$ cat config.mk
export PLATFORM = sky130hd
export DESIGN_NAME = sccc_top
export DESIGN_NICKNAME = d
export VERILOG_FILES = /design/src/sccc_pkg.sv /design/src/sccc_top.sv
export VERILOG_INCLUDE_DIRS = /design/src
export SDC_FILE = /design/constraint.sdc
export NUM_CORES = 1
export LEC_CHECK = 0
export BUFFER_PORTS_ARGS = -buffer_cell sky130_fd_sc_hd__buf_2
export CELL_PAD_IN_SITES_DETAIL_PLACEMENT = 1
export CELL_PAD_IN_SITES_GLOBAL_PLACEMENT = 1
export CORE_UTILIZATION = 54
export CTS_BUF_LIST = sky130_fd_sc_hd__clkbuf_2
export DETAILED_ROUTE_END_ITERATION = 12
export GPL_ROUTABILITY_DRIVEN = 0
export HOLD_SLACK_MARGIN = 0.15
export PLACE_DENSITY_LB_ADDON = 0.12
export SYNTH_ARGS = -nofsm -noshare
export SYNTH_HDL_FRONTEND = slang
export SYNTH_SLANG_ARGS = --single-unit
$ cat constraint.sdc
create_clock -name MCLK_IN -period 10.9 [get_ports MCLK_IN]
set_clock_uncertainty 0.1 [all_clocks]
set_input_delay 0.545 -clock MCLK_IN [delete_from_list [all_inputs] [get_ports MCLK_IN]]
set_output_delay 0.545 -clock MCLK_IN [all_outputs]
set_load 0.02 [all_outputs]
$ cat src/sccc_cfg.svh
`ifndef SCCC_CFG_SVH
`define SCCC_CFG_SVH
`define SCCC_CLK_MHZ 250
`define SCCC_DEV_ADDR 7'h2C
`define SCCC_NUM_REGS 7
`define SCCC_OFS_RED_OFFSET 8'h0D
`define SCCC_OFS_SYNC_CTRL 8'h0E
`define SCCC_OFS_LOOP_CLAMP 8'h0F
`define SCCC_OFS_SLICER 8'h10
`define SCCC_OFS_SEP_THR 8'h11
`define SCCC_OFS_PRE_COAST 8'h12
`define SCCC_OFS_POST_COAST 8'h13
`define SCCC_OFS_STATUS 8'h14
`define SCCC_RST_RED_OFFSET 8'h80
`define SCCC_RST_SYNC_CTRL 8'h5B
`define SCCC_RST_LOOP_CLAMP 8'h2E
`define SCCC_RST_SLICER 8'h5D
`define SCCC_RST_SEP_THR 8'h20
`define SCCC_RST_PRE_COAST 8'h00
`define SCCC_RST_POST_COAST 8'h00
`define SCCC_B_HPOL_OVR 7
`define SCCC_B_HPOL_IN 6
`define SCCC_B_HPOL_OUT 5
`define SCCC_B_HSRC_MAN 4
`define SCCC_B_HSRC_SEL 3
`define SCCC_B_VPOL_OUT 2
`define SCCC_B_VSRC_MAN 1
`define SCCC_B_VSRC_SEL 0
`define SCCC_B_CLAMP_SRC 7
`define SCCC_B_CLAMP_POL 6
`define SCCC_B_COAST_SEL 5
`define SCCC_B_CPOL_OVR 4
`define SCCC_B_CPOL_SEL 3
`define SCCC_B_SEEK_OVR 2
`define SCCC_B_FULL_PD_N 1
`define SCCC_B_ADC_TEST 0
`define SCCC_OFFSET_ZERO 12'h200
`define SCCC_MID_BLANK 10'h200
`define SCCC_HACT_US 100
`define SCCC_VACT_MS 100
`define SCCC_CLAMP_START 8'h32
`define SCCC_CLAMP_WIDTH 8'h20
`endif

$ cat src/sccc_pkg.sv
`default_nettype none
package sccc_pkg;
  typedef enum logic [2:0] {
    SCCC_IDLE = 3'h0,
    SCCC_ADDR = 3'h1,
    SCCC_SUB = 3'h2,
    SCCC_WRITE = 3'h3,
    SCCC_READ = 3'h4
  } sccc_i2c_t;
endpackage
`default_nettype wire

$ cat src/sccc_top.sv
`include "sccc_cfg.svh"
`default_nettype none
module sccc_top #(
  parameter logic [6:0] DEV_ADDR = `SCCC_DEV_ADDR,
  parameter int HACT_CYC = `SCCC_HACT_US * `SCCC_CLK_MHZ,
  parameter int VACT_CYC = `SCCC_VACT_MS * 1000 * `SCCC_CLK_MHZ,
  parameter logic [7:0] CLAMP_START = `SCCC_CLAMP_START,
  parameter logic [7:0] CLAMP_WIDTH = `SCCC_CLAMP_WIDTH
) (
  input wire logic MCLK_IN,
  input wire logic RST_IN,
  input wire logic CE_IN,
  input wire logic SCL_IN,
  input wire logic SDA_IN,
  input wire logic HSYNC_IN,
  input wire logic SOG_IN,
  input wire logic VSYNC_IN,
  input wire logic CLAMP_IN,
  input wire logic COAST_IN,
  input wire logic REF_TICK_IN,
  input wire logic RAW_BYPASS_IN,
  output logic SDA_OUT,
  output logic SDA_OE_OUT,
  output logic HS_OUT,
  output logic VS_OUT,
  output logic COAST_OUT,
  output logic LOOP_HOLD_OUT,
  output logic PHASE_STEP_OUT,
  output logic FINE_CLAMP_OUT,
  output logic COARSE_CLAMP_OUT,
  output logic EXT_CLK_SEL_OUT,
  output logic [2:0] CLAMP_MID_OUT,
  output logic [4:0] SLICER_LEVEL_OUT,
  output logic [7:0] RED_OFFSET_OUT,
  output logic [9:0] RED_BLANK_OUT,
  output logic LOW_POWER_OUT,
  output logic FULL_PD_OUT
);
  localparam logic [7:0] RST_VAL [`SCCC_NUM_REGS] = '{`SCCC_RST_RED_OFFSET, `SCCC_RST_SYNC_CTRL,
    `SCCC_RST_LOOP_CLAMP, `SCCC_RST_SLICER, `SCCC_RST_SEP_THR, `SCCC_RST_PRE_COAST, `SCCC_RST_POST_COAST};

  sccc_pkg::sccc_i2c_t state_ff;
  logic scl_prev_ff, sda_prev_ff, rw_ff, nack_ff, wr_ff;
  logic [3:0] bit_cnt_ff;
  logic [7:0] shift_ff, tx_ff, sub_ff, wr_addr_ff, wr_data_ff, rd_data, rd_idx, status;
  logic [7:0] reg_ff [`SCCC_NUM_REGS];
  logic [7:0] r_sync, r_loop, r_slice, r_thr, r_pre, r_post;
  logic i2c_start, i2c_stop, scl_rise, scl_fall;
  logic [3:0] mon_in, mon_act, mon_pol;

  assign r_sync = reg_ff[1];
  assign r_loop = reg_ff[2];
  assign r_slice = reg_ff[3];
  assign r_thr = reg_ff[4];
  assign r_pre = reg_ff[5];
  assign r_post = reg_ff[6];

  // Serial bus conditions
  assign i2c_start = SCL_IN & scl_prev_ff & sda_prev_ff & ~SDA_IN;
  assign i2c_stop = SCL_IN & scl_prev_ff & ~sda_prev_ff & SDA_IN;
  assign scl_rise = SCL_IN & ~scl_prev_ff;
  assign scl_fall = ~SCL_IN & scl_prev_ff;

  assign rd_idx = sub_ff - `SCCC_OFS_RED_OFFSET;
  always_comb
  begin
    if (sub_ff >= `SCCC_OFS_RED_OFFSET && sub_ff <= `SCCC_OFS_POST_COAST)
      rd_data = reg_ff[rd_idx[2:0]];
    else if (sub_ff == `SCCC_OFS_STATUS)
      rd_data = status;
    else
      rd_data = 8'h00;
  end

  always_ff @(posedge MCLK_IN)
  begin
    if (RST_IN)
    begin
      scl_prev_ff <= 1'b1;
      sda_prev_ff <= 1'b1;
    end
    else if (CE_IN)
    begin
      scl_prev_ff <= SCL_IN;
      sda_prev_ff <= SDA_IN;
    end
  end

  // Serial slave with auto-incrementing subaddress
  always_ff @(posedge MCLK_IN)
  begin
    if (RST_IN)
    begin
      state_ff <= sccc_pkg::SCCC_IDLE;
      bit_cnt_ff <= 4'h0;
      shift_ff <= 8'h00;
      tx_ff <= 8'h00;
      sub_ff <= 8'h00;
      rw_ff <= 1'b0;
      nack_ff <= 1'b0;
      wr_ff <= 1'b0;
      wr_addr_ff <= 8'h00;
      wr_data_ff <= 8'h00;
      SDA_OE_OUT <= 1'b0;
    end
    else if (CE_IN)
    begin
      wr_ff <= 1'b0;
      if (i2c_start)
      begin
        state_ff <= sccc_pkg::SCCC_ADDR;
        bit_cnt_ff <= 4'h0;
        SDA_OE_OUT <= 1'b0;
      end
      else if (i2c_stop)
      begin
        state_ff <= sccc_pkg::SCCC_IDLE;
        SDA_OE_OUT <= 1'b0;
      end
      // Bits counted on clock rise, so the fall after START is ignored
      else if (state_ff != sccc_pkg::SCCC_IDLE && scl_rise)
      begin
        if (bit_cnt_ff < 4'h8)
        begin
          shift_ff <= {shift_ff[6:0], SDA_IN};
          bit_cnt_ff <= bit_cnt_ff + 4'h1;
        end
        else if (bit_cnt_ff == 4'h8)
        begin
          nack_ff <= SDA_IN;
          bit_cnt_ff <= 4'h9;
        end
      end
      else if (state_ff != sccc_pkg::SCCC_IDLE && scl_fall)
      begin
        if (bit_cnt_ff == 4'h8)
        begin
          case (state_ff)
            sccc_pkg::SCCC_ADDR:
            begin
              if (shift_ff[7:1] == DEV_ADDR)
              begin
                SDA_OE_OUT <= 1'b1;
                rw_ff <= shift_ff[0];
              end
              else
                state_ff <= sccc_pkg::SCCC_IDLE;
            end
            sccc_pkg::SCCC_SUB:
            begin
              sub_ff <= shift_ff;
              SDA_OE_OUT <= 1'b1;
            end
            sccc_pkg::SCCC_WRITE:
            begin
              wr_ff <= 1'b1;
              wr_addr_ff <= sub_ff;
              wr_data_ff <= shift_ff;
              sub_ff <= sub_ff + 8'h01;
              SDA_OE_OUT <= 1'b1;
            end
            default:
              SDA_OE_OUT <= 1'b0;
          endcase
        end
        else if (bit_cnt_ff == 4'h9)
        begin
          bit_cnt_ff <= 4'h0;
          SDA_OE_OUT <= 1'b0;
          case (state_ff)
            sccc_pkg::SCCC_ADDR:
            begin
              state_ff <= rw_ff ? sccc_pkg::SCCC_READ : sccc_pkg::SCCC_SUB;
              if (rw_ff)
              begin
                tx_ff <= rd_data;
                SDA_OE_OUT <= ~rd_data[7];
                sub_ff <= sub_ff + 8'h01;
              end
            end
            sccc_pkg::SCCC_SUB:
              state_ff <= sccc_pkg::SCCC_WRITE;
            sccc_pkg::SCCC_READ:
            begin
              if (nack_ff)
                state_ff <= sccc_pkg::SCCC_IDLE;
              else
              begin
                tx_ff <= rd_data;
                SDA_OE_OUT <= ~rd_data[7];
                sub_ff <= sub_ff + 8'h01;
              end
            end
            default:
              state_ff <= state_ff;
          endcase
        end
        else if (bit_cnt_ff != 4'h0 && state_ff == sccc_pkg::SCCC_READ)
          SDA_OE_OUT <= ~tx_ff[3'h7 - bit_cnt_ff[2:0]];
      end
    end
  end

  // Register bank, contents kept through power-down
  // registers retained
  for (genvar i = 0; i < `SCCC_NUM_REGS; i++)
  begin : g_reg
    always_ff @(posedge MCLK_IN)
    begin
      if (RST_IN)
        reg_ff[i] <= RST_VAL[i];
      else if (CE_IN && wr_ff && wr_addr_ff == `SCCC_OFS_RED_OFFSET + 8'(i))
        reg_ff[i] <= wr_data_ff;
    end
  end

  // Activity and polarity monitors: hsync, green sync, vsync, coast
  assign mon_in = {COAST_IN, VSYNC_IN, SOG_IN, HSYNC_IN};
  for (genvar g = 0; g < 4; g++)
  begin : g_mon
    localparam logic [24:0] LIM = (g < 2) ? 25'(HACT_CYC) : 25'(VACT_CYC);
    logic prev_ff, act_ff;
    logic [24:0] run_ff, hi_ff, lo_ff;
    always_ff @(posedge MCLK_IN)
    begin
      if (RST_IN)
      begin
        // Start at pin level, no false edge after reset
        prev_ff <= mon_in[g];
        act_ff <= 1'b0;
        run_ff <= 25'h0;
        hi_ff <= 25'h0;
        lo_ff <= 25'h0;
      end
      else if (CE_IN)
      begin
        prev_ff <= mon_in[g];
        if (mon_in[g] != prev_ff)
        begin
          run_ff <= 25'h0;
          act_ff <= 1'b1;
          if (prev_ff)
            hi_ff <= run_ff;
          else
            lo_ff <= run_ff;
        end
        else
        begin
          if (run_ff != LIM)
            run_ff <= run_ff + 25'h1;
          else
            act_ff <= 1'b0;
        end
      end
    end
    // Short high phase means active-high pulses
    assign mon_pol[g] = hi_ff < lo_ff;
    assign mon_act[g] = act_ff;
  end

  // Source choice and normalised syncs
  logic ahs_ff, avs_ff, hpol, cpol, hs_act, vs_act, coast_ext, clamp_ext;
  logic sep_vs_ff, sog_prev_ff, hs_prev_ff, vs_prev_ff;
  logic [7:0] sep_cnt_ff;
  always_ff @(posedge MCLK_IN)
  begin
    if (RST_IN)
    begin
      ahs_ff <= 1'b1;
      avs_ff <= 1'b1;
    end
    else if (CE_IN)
    begin
      if (r_sync[`SCCC_B_HSRC_MAN])
        ahs_ff <= r_sync[`SCCC_B_HSRC_SEL];
      else
        ahs_ff <= ~mon_act[0] & mon_act[1];
      if (r_sync[`SCCC_B_VSRC_MAN])
        avs_ff <= r_sync[`SCCC_B_VSRC_SEL];
      else
        avs_ff <= ~mon_act[2];
    end
  end

  assign hpol = r_sync[`SCCC_B_HPOL_OVR] ? r_sync[`SCCC_B_HPOL_IN] : mon_pol[0];
  assign hs_act = ahs_ff ? ~SOG_IN : ~(HSYNC_IN ^ hpol);
  assign vs_act = avs_ff ? sep_vs_ff : ~(VSYNC_IN ^ mon_pol[2]);
  assign cpol = r_loop[`SCCC_B_CPOL_OVR] ? r_loop[`SCCC_B_CPOL_SEL] : mon_pol[3];
  assign coast_ext = ~(COAST_IN ^ cpol);
  assign clamp_ext = CLAMP_IN ^ r_loop[`SCCC_B_CLAMP_POL];

  always_ff @(posedge MCLK_IN)
  begin
    if (RST_IN)
    begin
      sog_prev_ff <= 1'b1;
      sep_cnt_ff <= 8'h00;
      sep_vs_ff <= 1'b0;
    end
    else if (CE_IN)
    begin
      sog_prev_ff <= SOG_IN;
      if (SOG_IN != sog_prev_ff)
        sep_cnt_ff <= 8'h00;
      else if (REF_TICK_IN && sep_cnt_ff != r_thr)
        sep_cnt_ff <= sep_cnt_ff + 8'h01;
      else if (sep_cnt_ff == r_thr)
        sep_vs_ff <= ~SOG_IN;
    end
  end

  // Line counting and internal coast
  logic coast_int_ff, coast;
  logic [11:0] line_ff, frame_ff;
  logic [7:0] post_cnt_ff;
  logic hs_rise, vs_rise, vs_fall;
  assign hs_rise = hs_act & ~hs_prev_ff;
  assign vs_rise = vs_act & ~vs_prev_ff;
  assign vs_fall = ~vs_act & vs_prev_ff;
  always_ff @(posedge MCLK_IN)
  begin
    if (RST_IN)
    begin
      hs_prev_ff <= 1'b0;
      vs_prev_ff <= 1'b0;
      line_ff <= 12'h000;
      frame_ff <= 12'h000;
    end
    else if (CE_IN)
    begin
      hs_prev_ff <= hs_act;
      vs_prev_ff <= vs_act;
      if (vs_rise)
      begin
        // Coincident line edge counted too
        frame_ff <= line_ff + {11'h000, hs_rise};
        line_ff <= 12'h000;
      end
      else if (hs_rise)
        line_ff <= line_ff + 12'h001;
    end
  end

  always_ff @(posedge MCLK_IN)
  begin
    if (RST_IN)
    begin
      coast_int_ff <= 1'b0;
      post_cnt_ff <= 8'h00;
    end
    else if (CE_IN)
    begin
      if (r_pre == 8'h00)
      begin
        coast_int_ff <= 1'b0;
        post_cnt_ff <= 8'h00;
      end
      else if (vs_act)
        coast_int_ff <= 1'b1;
      else if (vs_fall)
      begin
        post_cnt_ff <= r_post;
        coast_int_ff <= r_post != 8'h00;
      end
      else if (hs_rise)
      begin
        if (post_cnt_ff != 8'h00)
        begin
          post_cnt_ff <= post_cnt_ff - 8'h01;
          coast_int_ff <= post_cnt_ff != 8'h01;
        end
        else if (frame_ff != 12'h000 && 13'(line_ff) + 13'h1 + 13'(r_pre) >= 13'(frame_ff))
          coast_int_ff <= 1'b1;
      end
    end
  end
  assign coast = r_loop[`SCCC_B_COAST_SEL] ? coast_int_ff : coast_ext;

  // Internal clamp window after horizontal trailing edge
  logic [8:0] clp_cnt_ff;
  logic clp_run_ff, clamp_int, clamp;
  always_ff @(posedge MCLK_IN)
  begin
    if (RST_IN)
    begin
      clp_cnt_ff <= 9'h000;
      clp_run_ff <= 1'b0;
    end
    else if (CE_IN)
    begin
      if (~hs_act & hs_prev_ff)
      begin
        clp_cnt_ff <= 9'h000;
        clp_run_ff <= 1'b1;
      end
      else if (clp_run_ff)
      begin
        clp_cnt_ff <= clp_cnt_ff + 9'h001;
        if (clp_cnt_ff == 9'(CLAMP_START) + 9'(CLAMP_WIDTH))
          clp_run_ff <= 1'b0;
      end
    end
  end
  assign clamp_int = clp_run_ff && clp_cnt_ff >= 9'(CLAMP_START) &&
    clp_cnt_ff < 9'(CLAMP_START) + 9'(CLAMP_WIDTH);
  assign clamp = r_loop[`SCCC_B_CLAMP_SRC] ? clamp_ext : clamp_int;

  // Status byte
  // discrete activity flag
  assign status = {mon_act[0], ahs_ff, mon_pol[0], mon_act[2], avs_ff, mon_pol[2], mon_act[1], mon_pol[3]};

  // Red blank code from offset and clamp level
  logic [11:0] blank_sum;
  assign blank_sum = 12'(r_slice[0] ? `SCCC_MID_BLANK : 10'h000) + {2'h0, reg_ff[0], 2'h0} - `SCCC_OFFSET_ZERO;

  logic sel_idle;
  assign sel_idle = ~(ahs_ff ? mon_act[1] : mon_act[0]) | ~(avs_ff ? mon_act[1] : mon_act[2]);

  // Registered outputs
  always_ff @(posedge MCLK_IN)
  begin
    if (RST_IN)
    begin
      SDA_OUT <= 1'b0;
      HS_OUT <= 1'b1;
      VS_OUT <= 1'b1;
      COAST_OUT <= 1'b0;
      LOOP_HOLD_OUT <= 1'b0;
      PHASE_STEP_OUT <= 1'b0;
      FINE_CLAMP_OUT <= 1'b0;
      COARSE_CLAMP_OUT <= 1'b0;
      EXT_CLK_SEL_OUT <= 1'b0;
      CLAMP_MID_OUT <= 3'h5;
      SLICER_LEVEL_OUT <= 5'h0B;
      RED_OFFSET_OUT <= `SCCC_RST_RED_OFFSET;
      RED_BLANK_OUT <= 10'h000;
      LOW_POWER_OUT <= 1'b0;
      FULL_PD_OUT <= 1'b0;
    end
    else if (CE_IN)
    begin
      SDA_OUT <= 1'b0;
      HS_OUT <= RAW_BYPASS_IN ? (ahs_ff ? SOG_IN : HSYNC_IN) : ~(hs_act ^ r_sync[`SCCC_B_HPOL_OUT]);
      VS_OUT <= ~(vs_act ^ r_sync[`SCCC_B_VPOL_OUT]);
      COAST_OUT <= coast;
      LOOP_HOLD_OUT <= coast;
      PHASE_STEP_OUT <= hs_rise & ~coast;
      FINE_CLAMP_OUT <= clamp & ~r_loop[`SCCC_B_ADC_TEST];
      COARSE_CLAMP_OUT <= r_loop[`SCCC_B_ADC_TEST];
      EXT_CLK_SEL_OUT <= r_loop[`SCCC_B_ADC_TEST];
      CLAMP_MID_OUT <= r_slice[2:0];
      SLICER_LEVEL_OUT <= r_slice[7:3];
      RED_OFFSET_OUT <= reg_ff[0];
      RED_BLANK_OUT <= blank_sum[11] ? 10'h000 : blank_sum[9:0];
      LOW_POWER_OUT <= ~r_loop[`SCCC_B_SEEK_OVR] & sel_idle;
      FULL_PD_OUT <= ~r_loop[`SCCC_B_FULL_PD_N];
    end
  end
endmodule
`default_nettype wire

==> results.py, run 1 <==
metrics = {
    "run_status": {
        "outcome": "finished, final reports clean",
    },
    "clock_network": {
        "cts_sinks": 455,
        "numCtsBuffers": 121,
        "cts_setup_buffers": 0,
        "cts.htree.levels": 3,
        "cts_buffer_depth": 3,
        "clkLatencyLatePin_ns": 1.23,
        "cts-root-buf": "clkbuf_2",
        "postCtsHoldBufs": 28,
        "cts_resized": 0,
        "cts_tree": "yes",
        "cts.clk_slew.worst_paths_ns": 0.13,
    },
    "global_route": {
        "antenna_found_initial": 5,
        "grt_pass1_vias": 20896,
        "grt-busiest-layer": "met2",
        "track_usage": 0.316,
        "overflow": 0,
        "grt_start_max_net_pins": 204,
        "grtUsageMet1": 0.382,
        "met2_usage": 0.549,
        "grt_pass1_wl_mm": 107,
        "met3_usage": 0.0619,
    },
    "worst_setup_path": {
        "path_class": "flop to flop",
        "r2r_start": "reg_ff[5][0]",
        "rrSetupSlack_ns": 6.08,
        "required_ns": 11.82,
        "cp_max_fo": 3,
        "crit_end": "coast_int_ff",
        "cp_top_family": "compound AO/OA/AOI/OAI gates",
        "max_stage_delay_ns": 0.63,
        "crit_chain": "inv_1 > ha_1 > inv_1 > fa_1 > a21oi_1 > nor2_1 > a2111oi_1 > o21bai_1 > a21oi_1 > nor2_1 > xor2_1 > ha_1 > o21a_1 > o21ai_0 > nor2_1 > a21oi_1 > o311ai_0 > a211o_1 > and4b_1 > o221a_1",
        "cp-start-kind": "flop",
        "crit_start": "reg_ff[5][0]",
        "critical_path_depth": 20,
        "worstPathArrival_ns": 5.74,
        "r2r-end": "coast_int_ff",
        "r2r_cells": 20,
        "cp_num_buf_inv": 2,
        "endpoint_kind": "flop",
        "slowest_stage": "a2111oi_1",
    },
    "routing": {
        "drtAntennaViolNets": 0,
        "totalWireLength_mm": 65.6,
        "drc": 0,
        "routed_wire_length_per_instance_um": 19.3,
        "vias_per_cell": 5.82,
        "vias": 19811,
        "drtPass1Iterations": 5,
        "drtIter0Drc": 1184,
    },
    "timing": {
        "rsz0062_at_grt": "no",
        "setup_violations": 0,
        "fmax_ghz": 0.207,
        "slew_headroom": 0.0563,
        "hold_viol": 0,
        "worst_slew_pin_slew_ns": 1.40,
        "fin_crit_ns": 4.82,
        "fin_tns_setup_ns": 0,
        "period_share": 0.442,
        "drv_slew": 0,
    },
    "hold_path": {
        "hp-class": "primary input to flop",
    },
    "yosys": {
        "synth_warnings": 0,
        "synth_edf_count": 60,
        "synthCells": 2681,
        "synth_area_um2": 22400,
        "synth-main-ff-cell": "dfxtp_1",
        "synth_area_per_cell_um2": 8.36,
        "ys_types": 90,
        "yosysSeqAreaShare": 0.433,
        "ys_ff_latch": 455,
        "synthArstFlopShare": 0,
    },
    "finish": {
        "final_area_um2": 24500,
        "area_growth_pct": 9.14,
        "fin_nets": 2888,
        "drive_above_1_share": 0.110,
    },
    "die": {
        "pin_count": 50,
        "core_area_um2": 40900,
        "die_area_um2": 42300,
        "row_count": 74,
        "die_h_um": 206,
        "die_x_um": 206,
        "start_util": 0.548,
    },
    "placement": {
        "placed_area_um2": 23000,
        "dp_hpwl_mm": 43.9,
        "io_buffer_count": 46,
    },
    "power_and_ir_drop": {
        "cellLeakagePower_nw": 8.96,
        "peakVddDrop_v": 0.000150,
        "p_per_area_nw_per_um2": 140,
        "power.total_w": 0.00343,
    },
    "job": {
        "max_cap_viol_count": 0,
    },
}
==> layout make-up <==
cell class	instances	area, um2
antenna	6	15.0
clock buffer	189	946
multi-input combinational	1960	11700
clock inverter	39	267
sequential	455	9710
fill	5103	16500
tap	532	666
timing repair buffer	92	669
inverter	130	488
==> cell usage in the layout (no fill, tap or decap), drive strengths merged, types with 6 or more instances in the layout <==
cell	count
o211ai	7
o21a	13
xnor2	45
nor2b	12
dfxtp	395
clkbuf	190
inv	131
nand3	65
or2	6
nand2b	32
ha	115
nand4	60
buf	63
a211oi	35
xor2	80
nor4	21
nand3b	12
edfxtp	60
diode	6
nor3b	9
o21ai	80
nor3	31
mux2i	43
o31ai	9
or4	9
nor2	245
a2111oi	8
a31oi	11
a21oi	291
mux4	10
nor4b	8
clkinv	34
nand2	501
and2	49
dlygate4sd3	28
and3	27
a21o	7
and4	6
or3	37
==> stage by stage <==
step / hold WS, ns / std cells / utilization / worst slack (ns)
6_report: 0.296 / 3403 / 0.598 / 6.08
5_1_grt: 0.230 / 3402 / 0.598 / 5.73
4_1_cts: 0.183 / 3397 / 0.598 / 6.12
3_5_place_dp: 0.347 / 3141 / 0.561 / 6.18
3_3_place_gp: 0.339 / 3141 / 0.561 / 6.42
2_1_floorplan: 0.331 / 2683 / - / 6.73
==> report_power, final <==
part           internal [W]  switching [W]  total [W]
Sequential          0.00173      0.0000515    0.00179
Clock              0.000558       0.000753    0.00131
Combinational      0.000117       0.000211   0.000328
==> flip-flops by register name, summed over array words and instances (netlist names), 3 cells and up <==
name              count
RED_BLANK_OUT         8
g_mon.prev_ff         4
g_mon.hi_ff          75
g_mon.act_ff          3
CLAMP_MID_OUT         3
g_mon.lo_ff          75
SLICER_LEVEL_OUT      5
state_ff              3
sep_cnt_ff            8
line_ff              12
bit_cnt_ff            4
tx_ff                 8
reg_ff               56
shift_ff              8
frame_ff             12
RED_OFFSET_OUT        8
wr_addr_ff            8
sub_ff                8
wr_data_ff            8
clp_cnt_ff            9
post_cnt_ff           8
g_mon.run_ff        100
==> worst min-delay path: stages <==
cell and delay (ns):
dlygate4sd3_1 0.55, clkbuf_8 0.30, nor2_1 0.18
==> synth_stat cells, drive strengths merged (37+ instances only) <==
master	n	area, um2
ha	115	1440
nand4	60	375
clkbuf	120	450
nand2	501	1880
and2	49	307
nor2	245	920
nand3	65	325
o21ai	80	412
mux2i	43	430
a21oi	291	1470
xor2	80	708
inv	130	488
dfxtp	395	7910
edfxtp	60	1800
xnor2	45	402
or3	37	233
==> cell families (layout without fill, tap and decap cells) <==
logic type | Yosys count | count (layout) | share of synthesized area
AO/OA/AOI/OAI | 518 | 518 | 0.139
XOR/XNOR | 125 | 125 | 0.0495
adder cells (fa/ha/maj) | 116 | 116 | 0.0651
buffers and inverters | 268 | 450 | 0.0463
flip-flops | 455 | 455 | 0.433
multiplexers | 57 | 57 | 0.0313
other | 1 | 9 | 0.000167
AND/OR/NAND/NOR | 1141 | 1141 | 0.236
==> layer usage <==
layer | up-vias | wire [um]
met2 | 432 | 32700
li1 | 9465 | -
met3 | 143 | 2920
met5 | - | 0
met4 | 0 | 1930
met1 | 9771 | 28100
==> worst min path at each step <==
stage                              endpoint              start  cells past startpoint  slack (ns)
after floorplan           g_mon[0].hi_ff[0]  g_mon[0].hi_ff[0]                      2        0.33
after global placement    g_mon[0].hi_ff[0]  g_mon[0].hi_ff[0]                      2        0.34
after detailed placement  g_mon[3].lo_ff[5]  g_mon[3].lo_ff[5]                      2        0.35
after CTS                         sep_vs_ff             SOG_IN                      5        0.18
after global routing              sep_vs_ff             SOG_IN                      5        0.23
final                     RED_OFFSET_OUT[5]             RST_IN                      3        0.30
Power figures use the tool's default switching activity.
==> run 2: changes to the inputs <==
Settings changed: ABC_AREA from default to 1, CORE_UTILIZATION 54 to 49.
Clock period 10.9 ns to 4.95 ns, I/O delays scaled along.
==> run 2 against run 1 <==
The run now ends with DRC left. Global-route usage fell by 3.0 points. Maximum frequency rose by 27%. Via count rose by 13%. Utilization fell by 5.6 points. Synthesized area rose by 4.7%. Sequential power rose by 120%. Count of clock-buffer cells in the layout fell by 2. Clock power rose by 100%. Worst setup slack got worse by 4.9 ns. Worst hold slack got worse by 0.0098 ns. Critical endpoint unchanged. Highest routed layer is now met5.
==> results.py, run 2 <==
metrics = {
    "worst_setup_path": {
        "path_class": "flop to flop",
        "r2r_cells": 26,
        "cp_max_fo": 3,
        "worstPathArrival_ns": 4.70,
        "r2r-end": "coast_int_ff",
        "required_ns": 5.85,
        "cp-start-kind": "flop",
        "rrSetupSlack_ns": 1.16,
        "r2r_start": "reg_ff[5][0]",
        "endpoint_kind": "flop",
    },
    "clock_network": {
        "cts_tree": "yes",
        "clkLatencyLatePin_ns": 1.25,
        "cts_resized": 0,
        "cts.htree.levels": 3,
        "postCtsHoldBufs": 30,
        "cts_sinks": 455,
        "cts_buffer_depth": 3,
        "numCtsBuffers": 118,
        "cts.clk_slew.worst_paths_ns": 0.11,
        "cts-root-buf": "clkbuf_2",
        "cts_setup_buffers": 0,
    },
    "hold_path": {
        "hp-class": "primary input to flop",
        "hold_end": "wr_ff",
        "min_from": "CE_IN",
        "hold_depth": 5,
    },
    "yosys": {
        "yosysTopAreaCell": "dfxtp_1",
        "yosysMostFrequentCell": "nand2_1",
        "synth_area_per_cell_um2": 7.38,
        "synthArstFlopShare": 0,
        "synthCells": 3183,
        "yosysSeqAreaShare": 0.414,
        "ys_types": 63,
        "synth_edf_count": 60,
        "ys_top_cells_by_area": "dfxtp_1 34%, nand2_1 8.9%, edfxtp_1 7.7%",
        "synth-main-ff-cell": "dfxtp_1",
        "synth_common_cells": "556 x nand2_1, 395 x dfxtp_1, 368 x inv_1",
        "synth_warnings": 0,
        "synth_top_area_share": 0.337,
        "synth_area_um2": 23500,
        "ys_ff_latch": 455,
    },
    "die": {
        "row_count": 79,
        "die_h_um": 221,
        "die_area_um2": 48800,
        "pin_count": 50,
        "die_x_um": 221,
        "start_util": 0.500,
        "core_area_um2": 47000,
    },
    "global_route": {
        "grt_pass1_wl_mm": 115,
        "grt_start_max_net_pins": 79,
        "overflow": 0,
        "antenna_found_initial": 3,
        "grt_pass1_vias": 23327,
        "track_usage": 0.286,
    },
    "finish": {
        "final_cell_mix": "556 x nand2_1, 395 x dfxtp_1, 368 x inv_1",
        "final_common_cell": "nand2_1",
        "drive_above_1_share": 0.100,
        "fin_nets": 3387,
        "final_area_um2": 25400,
        "largest_reg_flops": 100,
        "area_growth_pct": 8.30,
        "top_regs": "g_mon.run_ff x100, g_mon.hi_ff x75, g_mon.lo_ff x75",
        "largest-register": "g_mon.run_ff",
        "post_layout_nonfiller_instances": 3966,
    },
    "timing": {
        "period_share": 0.767,
        "drv_slew": 0,
        "worst_slew_pin_slew_ns": 1.04,
        "whs_ns": 0.287,
        "fmax_ghz": 0.264,
        "hold_viol": 0,
        "slew_headroom": 0.306,
        "fin_tns_setup_ns": 0,
        "setup_violations": 0,
        "fin_crit_ns": 3.79,
        "rsz0062_at_grt": "no",
    },
    "power_and_ir_drop": {
        "p_per_area_nw_per_um2": 296,
        "power.total_w": 0.00751,
        "peakVddDrop_v": 0.000234,
        "cellLeakagePower_nw": 10.0,
    },
    "placement": {
        "dp_cells": 3716,
        "placed_area_um2": 24000,
        "dp_hpwl_mm": 49.5,
        "io_buffer_count": 46,
    },
    "routing": {
        "routed_wire_length_per_instance_um": 17.7,
        "drtIter0Drc": 1122,
        "vias_per_cell": 5.63,
        "totalWireLength_mm": 70.1,
        "drtPass1Iterations": 11,
        "vias": 22330,
        "drc": 1,
        "drtAntennaViolNets": 0,
    },
    "job": {
        "max_cap_viol_count": 0,
    },
    "run_status": {
        "violations": "DRC",
        "outcome": "complete, but fails checks",
    },
}
-- run 2: cell count changes after synthesis, moves of 23 or more --
cell / change
a21oi_1: +50
and2_1: -48
and3_1: -24
inv_1: +240
mux2i_1: -43
nand2_1: +55
nand2b_1: -32
nand3_1: +116
nor2_1: +78
nor3_1: +76
o21ai_0: +133
or3_1: -36
xnor2_1: -26
xor2_1: -23
-- run 2: cell type report --
| type | count | area (um2) |
|---|---|---|
| fillers | 6116 | 21500 |
| multi-input cells | 2203 | 11700 |
| flip-flops and latches | 455 | 9710 |
| inverters | 388 | 1460 |
| clock buffers | 187 | 936 |
| well taps | 607 | 759 |
| repair buffers | 93 | 684 |
| clock inverters | 28 | 140 |
| diodes | 5 | 12.5 |
-- run 2: routing by layer --
layer / global-route usage / wire (um)
met3: 0.0535 / 3270
met1: 0.341 / 30100
met4: 0.109 / 2020
met2: 0.509 / 34700
met5: 0 / 8
-- run 2: power by group --
group / leakage, nW / switching, W / internal, W / total, W
registers: 3.77 / 0.0000791 / 0.00385 / 0.00393
clock network: 0.834 / 0.00163 / 0.00101 / 0.00264
logic: 5.40 / 0.000657 / 0.000291 / 0.000948
-- run 2: stage by stage --
stage / setup slack [ns] / util
finish: 1.16 / 0.542
global route: 0.797 / 0.542
CTS: 1.20 / 0.541
detailed placement: 1.27 / 0.512
global placement: 1.39 / 0.512
floorplan: 1.72 / -
-- run 2: worst max-delay path by stage --
stage | to | start
floorplan | coast_int_ff | reg_ff[5][0]
global placement | coast_int_ff | reg_ff[5][0]
detailed placement | coast_int_ff | line_ff[0]
CTS | frame_ff[10] | g_mon[0].lo_ff[24]
global route | coast_int_ff | reg_ff[5][0]
finish | coast_int_ff | reg_ff[5][0]
-- run 2: cell families after synthesis --
logic type                 Yosys count  synth area share
xor gates and xnor gates            75            0.0283
adders and majority gates          116            0.0621
AOI/OAI and AO/OA                  670             0.154
and+or+nand+nor                   1339             0.254
DFF                                455             0.414
other                                1          0.000160
buffers and inverters              527            0.0877
-- run 2: worst max-delay path: stages, from the launching register on --
cell and delay, ns:
edfxtp_1 0.42, inv_1 0.08, ha_1 0.16, inv_1 0.05
fa_1 0.39, nand2_1 0.09, inv_1 0.06, nand2_1 0.06
nand2_1 0.10, a21oi_1 0.15, inv_1 0.05, a21oi_1 0.19
o21ai_0 0.18, xor2_1 0.18, ha_1 0.31, inv_1 0.08
nor2_1 0.06, a211oi_1 0.23, nor2_1 0.07, nor2_1 0.10
nand3_1 0.09, nand2_1 0.10, nand2_1 0.06, nand3_1 0.07
nand2_1 0.07, nor2_1 0.09, nor2_1 0.05
==> run 3: changes to the inputs <==
Settings changed: ABC_AREA 1 to 0, CORE_UTILIZATION 49 to 50.
Clock period 4.95 ns to 3.9 ns, I/O delays scaled along.
==> run 3 against run 2 <==
The flow finishes with violations (setup timing). Combinational power grew 9.7%. Largest cell class unchanged. Register-to-register slack worse by 1.4 ns. Sequential share of layout area up 0.48 points. Sequential power up 27%. Clock power rose by 33%. Non-clock buffer count increased by 60. Global-route usage up 0.99 points. First-iteration DRC count down 19%. Count of clock-buffer cells in the layout unchanged. Critical path type unchanged. Critical endpoint unchanged. Flip-flop and latch count did not move. Critical path depth decreased by 4. Design area is 1.2% lower.
==> results.py, run 3 (synthesis gave the netlist of run 1 again) <==
metrics = {
    "run_status": {
        "outcome": "complete, but fails checks",
        "violations": "setup timing",
    },
    "worst_setup_path": {
        "endpoint_kind": "flop",
        "cp_max_fo": 2,
        "r2r_cells": 22,
        "crit_end": "coast_int_ff",
        "rrSetupSlack_ns": -0.25,
        "worstPathArrival_ns": 5.04,
        "max_stage_delay_ns": 0.42,
        "path_class": "flop to flop",
        "crit_chain": "buf_6 > ha_4 > nor2b_4 > o21ai_2 > a21boi_2 > o21ai_2 > a21oi_2 > buf_4 > buf_4 > buf_4 > buf_4 > buf_4 > nor2_1 > ha_1 > a21o_1 > a21oi_2 > o21ai_2 > a21oi_2 > o311ai_2 > a211o_1 > and4b_1 > o221a_1",
        "crit_start": "reg_ff[5][1]",
        "required_ns": 4.79,
        "r2r-end": "coast_int_ff",
        "cp-start-kind": "flop",
        "r2r_start": "reg_ff[5][1]",
        "slowest_stage": "edfxtp_1",
        "cpMostUsedCell": "buf_4",
    },
    "hold_path": {
        "hp-class": "flop to flop",
    },
    "global_route": {
        "grt_pass1_vias": 21023,
        "antenna_found_initial": 2,
        "grt_start_max_net_pins": 90,
        "grt_pass1_wl_mm": 108,
        "overflow": 0,
        "track_usage": 0.296,
    },
    "finish": {
        "area_growth_pct": 12.0,
        "final_common_cell": "nand2_1",
        "fin_nets": 2948,
        "final_area_um2": 25100,
        "utilization": 0.568,
        "largest_reg_flops": 100,
        "largest-register": "g_mon.run_ff",
        "drive_above_1_share": 0.134,
        "top_regs": "g_mon.run_ff x100, g_mon.hi_ff x75, g_mon.lo_ff x75",
        "final_cell_mix": "501 x nand2_1, 395 x dfxtp_1, 281 x a21oi_1",
    },
    "clock_network": {
        "cts_tree": "yes",
        "cts_buffer_depth": 3,
        "cts.clk_slew.worst_paths_ns": 0.11,
        "cts-root-buf": "clkbuf_2",
        "cts_sinks": 455,
        "cts.htree.levels": 3,
        "numCtsBuffers": 120,
        "clkLatencyLatePin_ns": 1.17,
    },
    "power_and_ir_drop": {
        "p_per_area_nw_per_um2": 379,
        "peakVddDrop_v": 0.000282,
        "cellLeakagePower_nw": 9.23,
        "p_switching_w": 0.00282,
        "switching_share": 0.296,
        "power.total_w": 0.00953,
        "pwr-share-comb": 0.109,
        "p_clk_frac": 0.368,
        "p_seq_frac": 0.523,
        "p_int_w": 0.00670,
    },
    "placement": {
        "dp_hpwl_mm": 44.5,
        "dp_slack_ns": -0.415,
        "io_buffer_count": 46,
        "placed_area_um2": 23200,
    },
    "routing": {
        "wl_met1_mm": 28.6,
        "wl_met2_mm": 33.0,
        "drtIter0Drc": 907,
        "drtAntennaViolNets": 0,
        "vias": 20075,
        "routed_wire_length_per_instance_um": 19.3,
        "drc": 0,
        "top_layer": "met4",
        "drtPass1Iterations": 5,
        "vias_per_cell": 5.73,
        "totalWireLength_mm": 67.5,
        "met3_length_mm": 3.19,
    },
    "timing": {
        "fin_crit_ns": 4.15,
        "fmax_ghz": 0.241,
        "rsz0062_at_grt": "yes",
        "slew_headroom": 0.0874,
        "setup_violations": 1,
        "hold_viol": 0,
        "drv_slew": 0,
        "worst_slew_pin_slew_ns": 1.35,
        "period_share": 1.07,
        "setup_slack_ns": -0.254,
    },
    "die": {
        "die_h_um": 214,
        "row_count": 77,
        "start_util": 0.507,
        "core_area_um2": 44200,
        "die_x_um": 214,
        "pin_count": 50,
        "die_area_um2": 45700,
    },
    "job": {
        "max_cap_viol_count": 0,
    },
}
-- run 3: cell types whose count changed in the layout (fill, tap and decap cells not counted), moves of 48 or more --
cell / previous run / this run
a21oi_1: 338 / 281
and2_1: 1 / 49
buf_4: 18 / 70
inv_1: 368 / 126
nand2_1: 556 / 501
nand3_1: 181 / 65
nor2_1: 322 / 242
nor3_1: 105 / 29
o21ai_0: 208 / 70
-- run 3: per-layer routing --
metal  track usage  vias to the layer above
li1              -                     9570
met1         0.356                     9832
met2         0.513                      502
met3        0.0514                      171
met4         0.142                        0
met5             0                        -
-- run 3: repair_timing --
action	CTS	global route
hold endpoints to repair	448	0
setup buffers	26	5
hold buffers	35	0
gates resized for setup	18	23
pin swaps	25	29
setup endpoints to repair	1	5
-- run 3: worst min-delay path by stage --
stage	depth (start not counted)	from	slack, ns	end
3_3_place_gp	2	g_mon[0].hi_ff[0]	0.34	g_mon[0].hi_ff[0]
6_report	2	g_mon[2].lo_ff[1]	0.36	g_mon[2].lo_ff[1]
5_1_grt	2	g_mon[3].run_ff[23]	0.37	g_mon[3].lo_ff[23]
4_1_cts	5	RAW_BYPASS_IN	0.31	HS_OUT
2_1_floorplan	0	HSYNC_IN	0.19	g_mon[0].prev_ff
3_5_place_dp	2	g_mon[3].hi_ff[0]	0.35	g_mon[3].hi_ff[0]
-- run 3: power groups by stage --
stage	clock network, W	registers (W)	logic (W)
5_1_grt	0.00383	0.00500	0.00114
4_1_cts	0.00361	0.00498	0.000975
2_1_floorplan	0	0.00505	0.000632
3_5_place_dp	0	0.00509	0.000899
3_3_place_gp	0	0.00508	0.000865
6_report	0.00350	0.00498	0.00104
-- run 3: cell type report --
cell class | instances | area, um2
clock inverters | 23 | 179
repair buffers | 153 | 1160
inverters | 130 | 488
well taps | 592 | 741
clock buffers | 187 | 936
flip-flops and latches | 455 | 9710
fillers | 5414 | 19100
multi-input cells | 1960 | 11900
diodes | 2 | 5.00
-- run 3: metrics by stage --
stage               setup TNS [ns]  hold WS, ns  std cells
detailed placement          -0.415        0.348       3227
floorplan                        0        0.194       2683
global route                -0.428        0.367       3502
finish                      -0.254        0.357       3502
CTS                        -0.0519        0.311       3498
global placement            -0.139        0.338       3227
-- run 3: critical path, delay by kind of cell, from the launching register on --
kind / cells / cell delay [ns]
adders and majority gates: 2 / 0.49
and+or+nand+nor: 3 / 0.44
AOI/OAI and AO/OA: 11 / 1.78
buffers and inverters: 6 / 0.76
DFF: 1 / 0.42
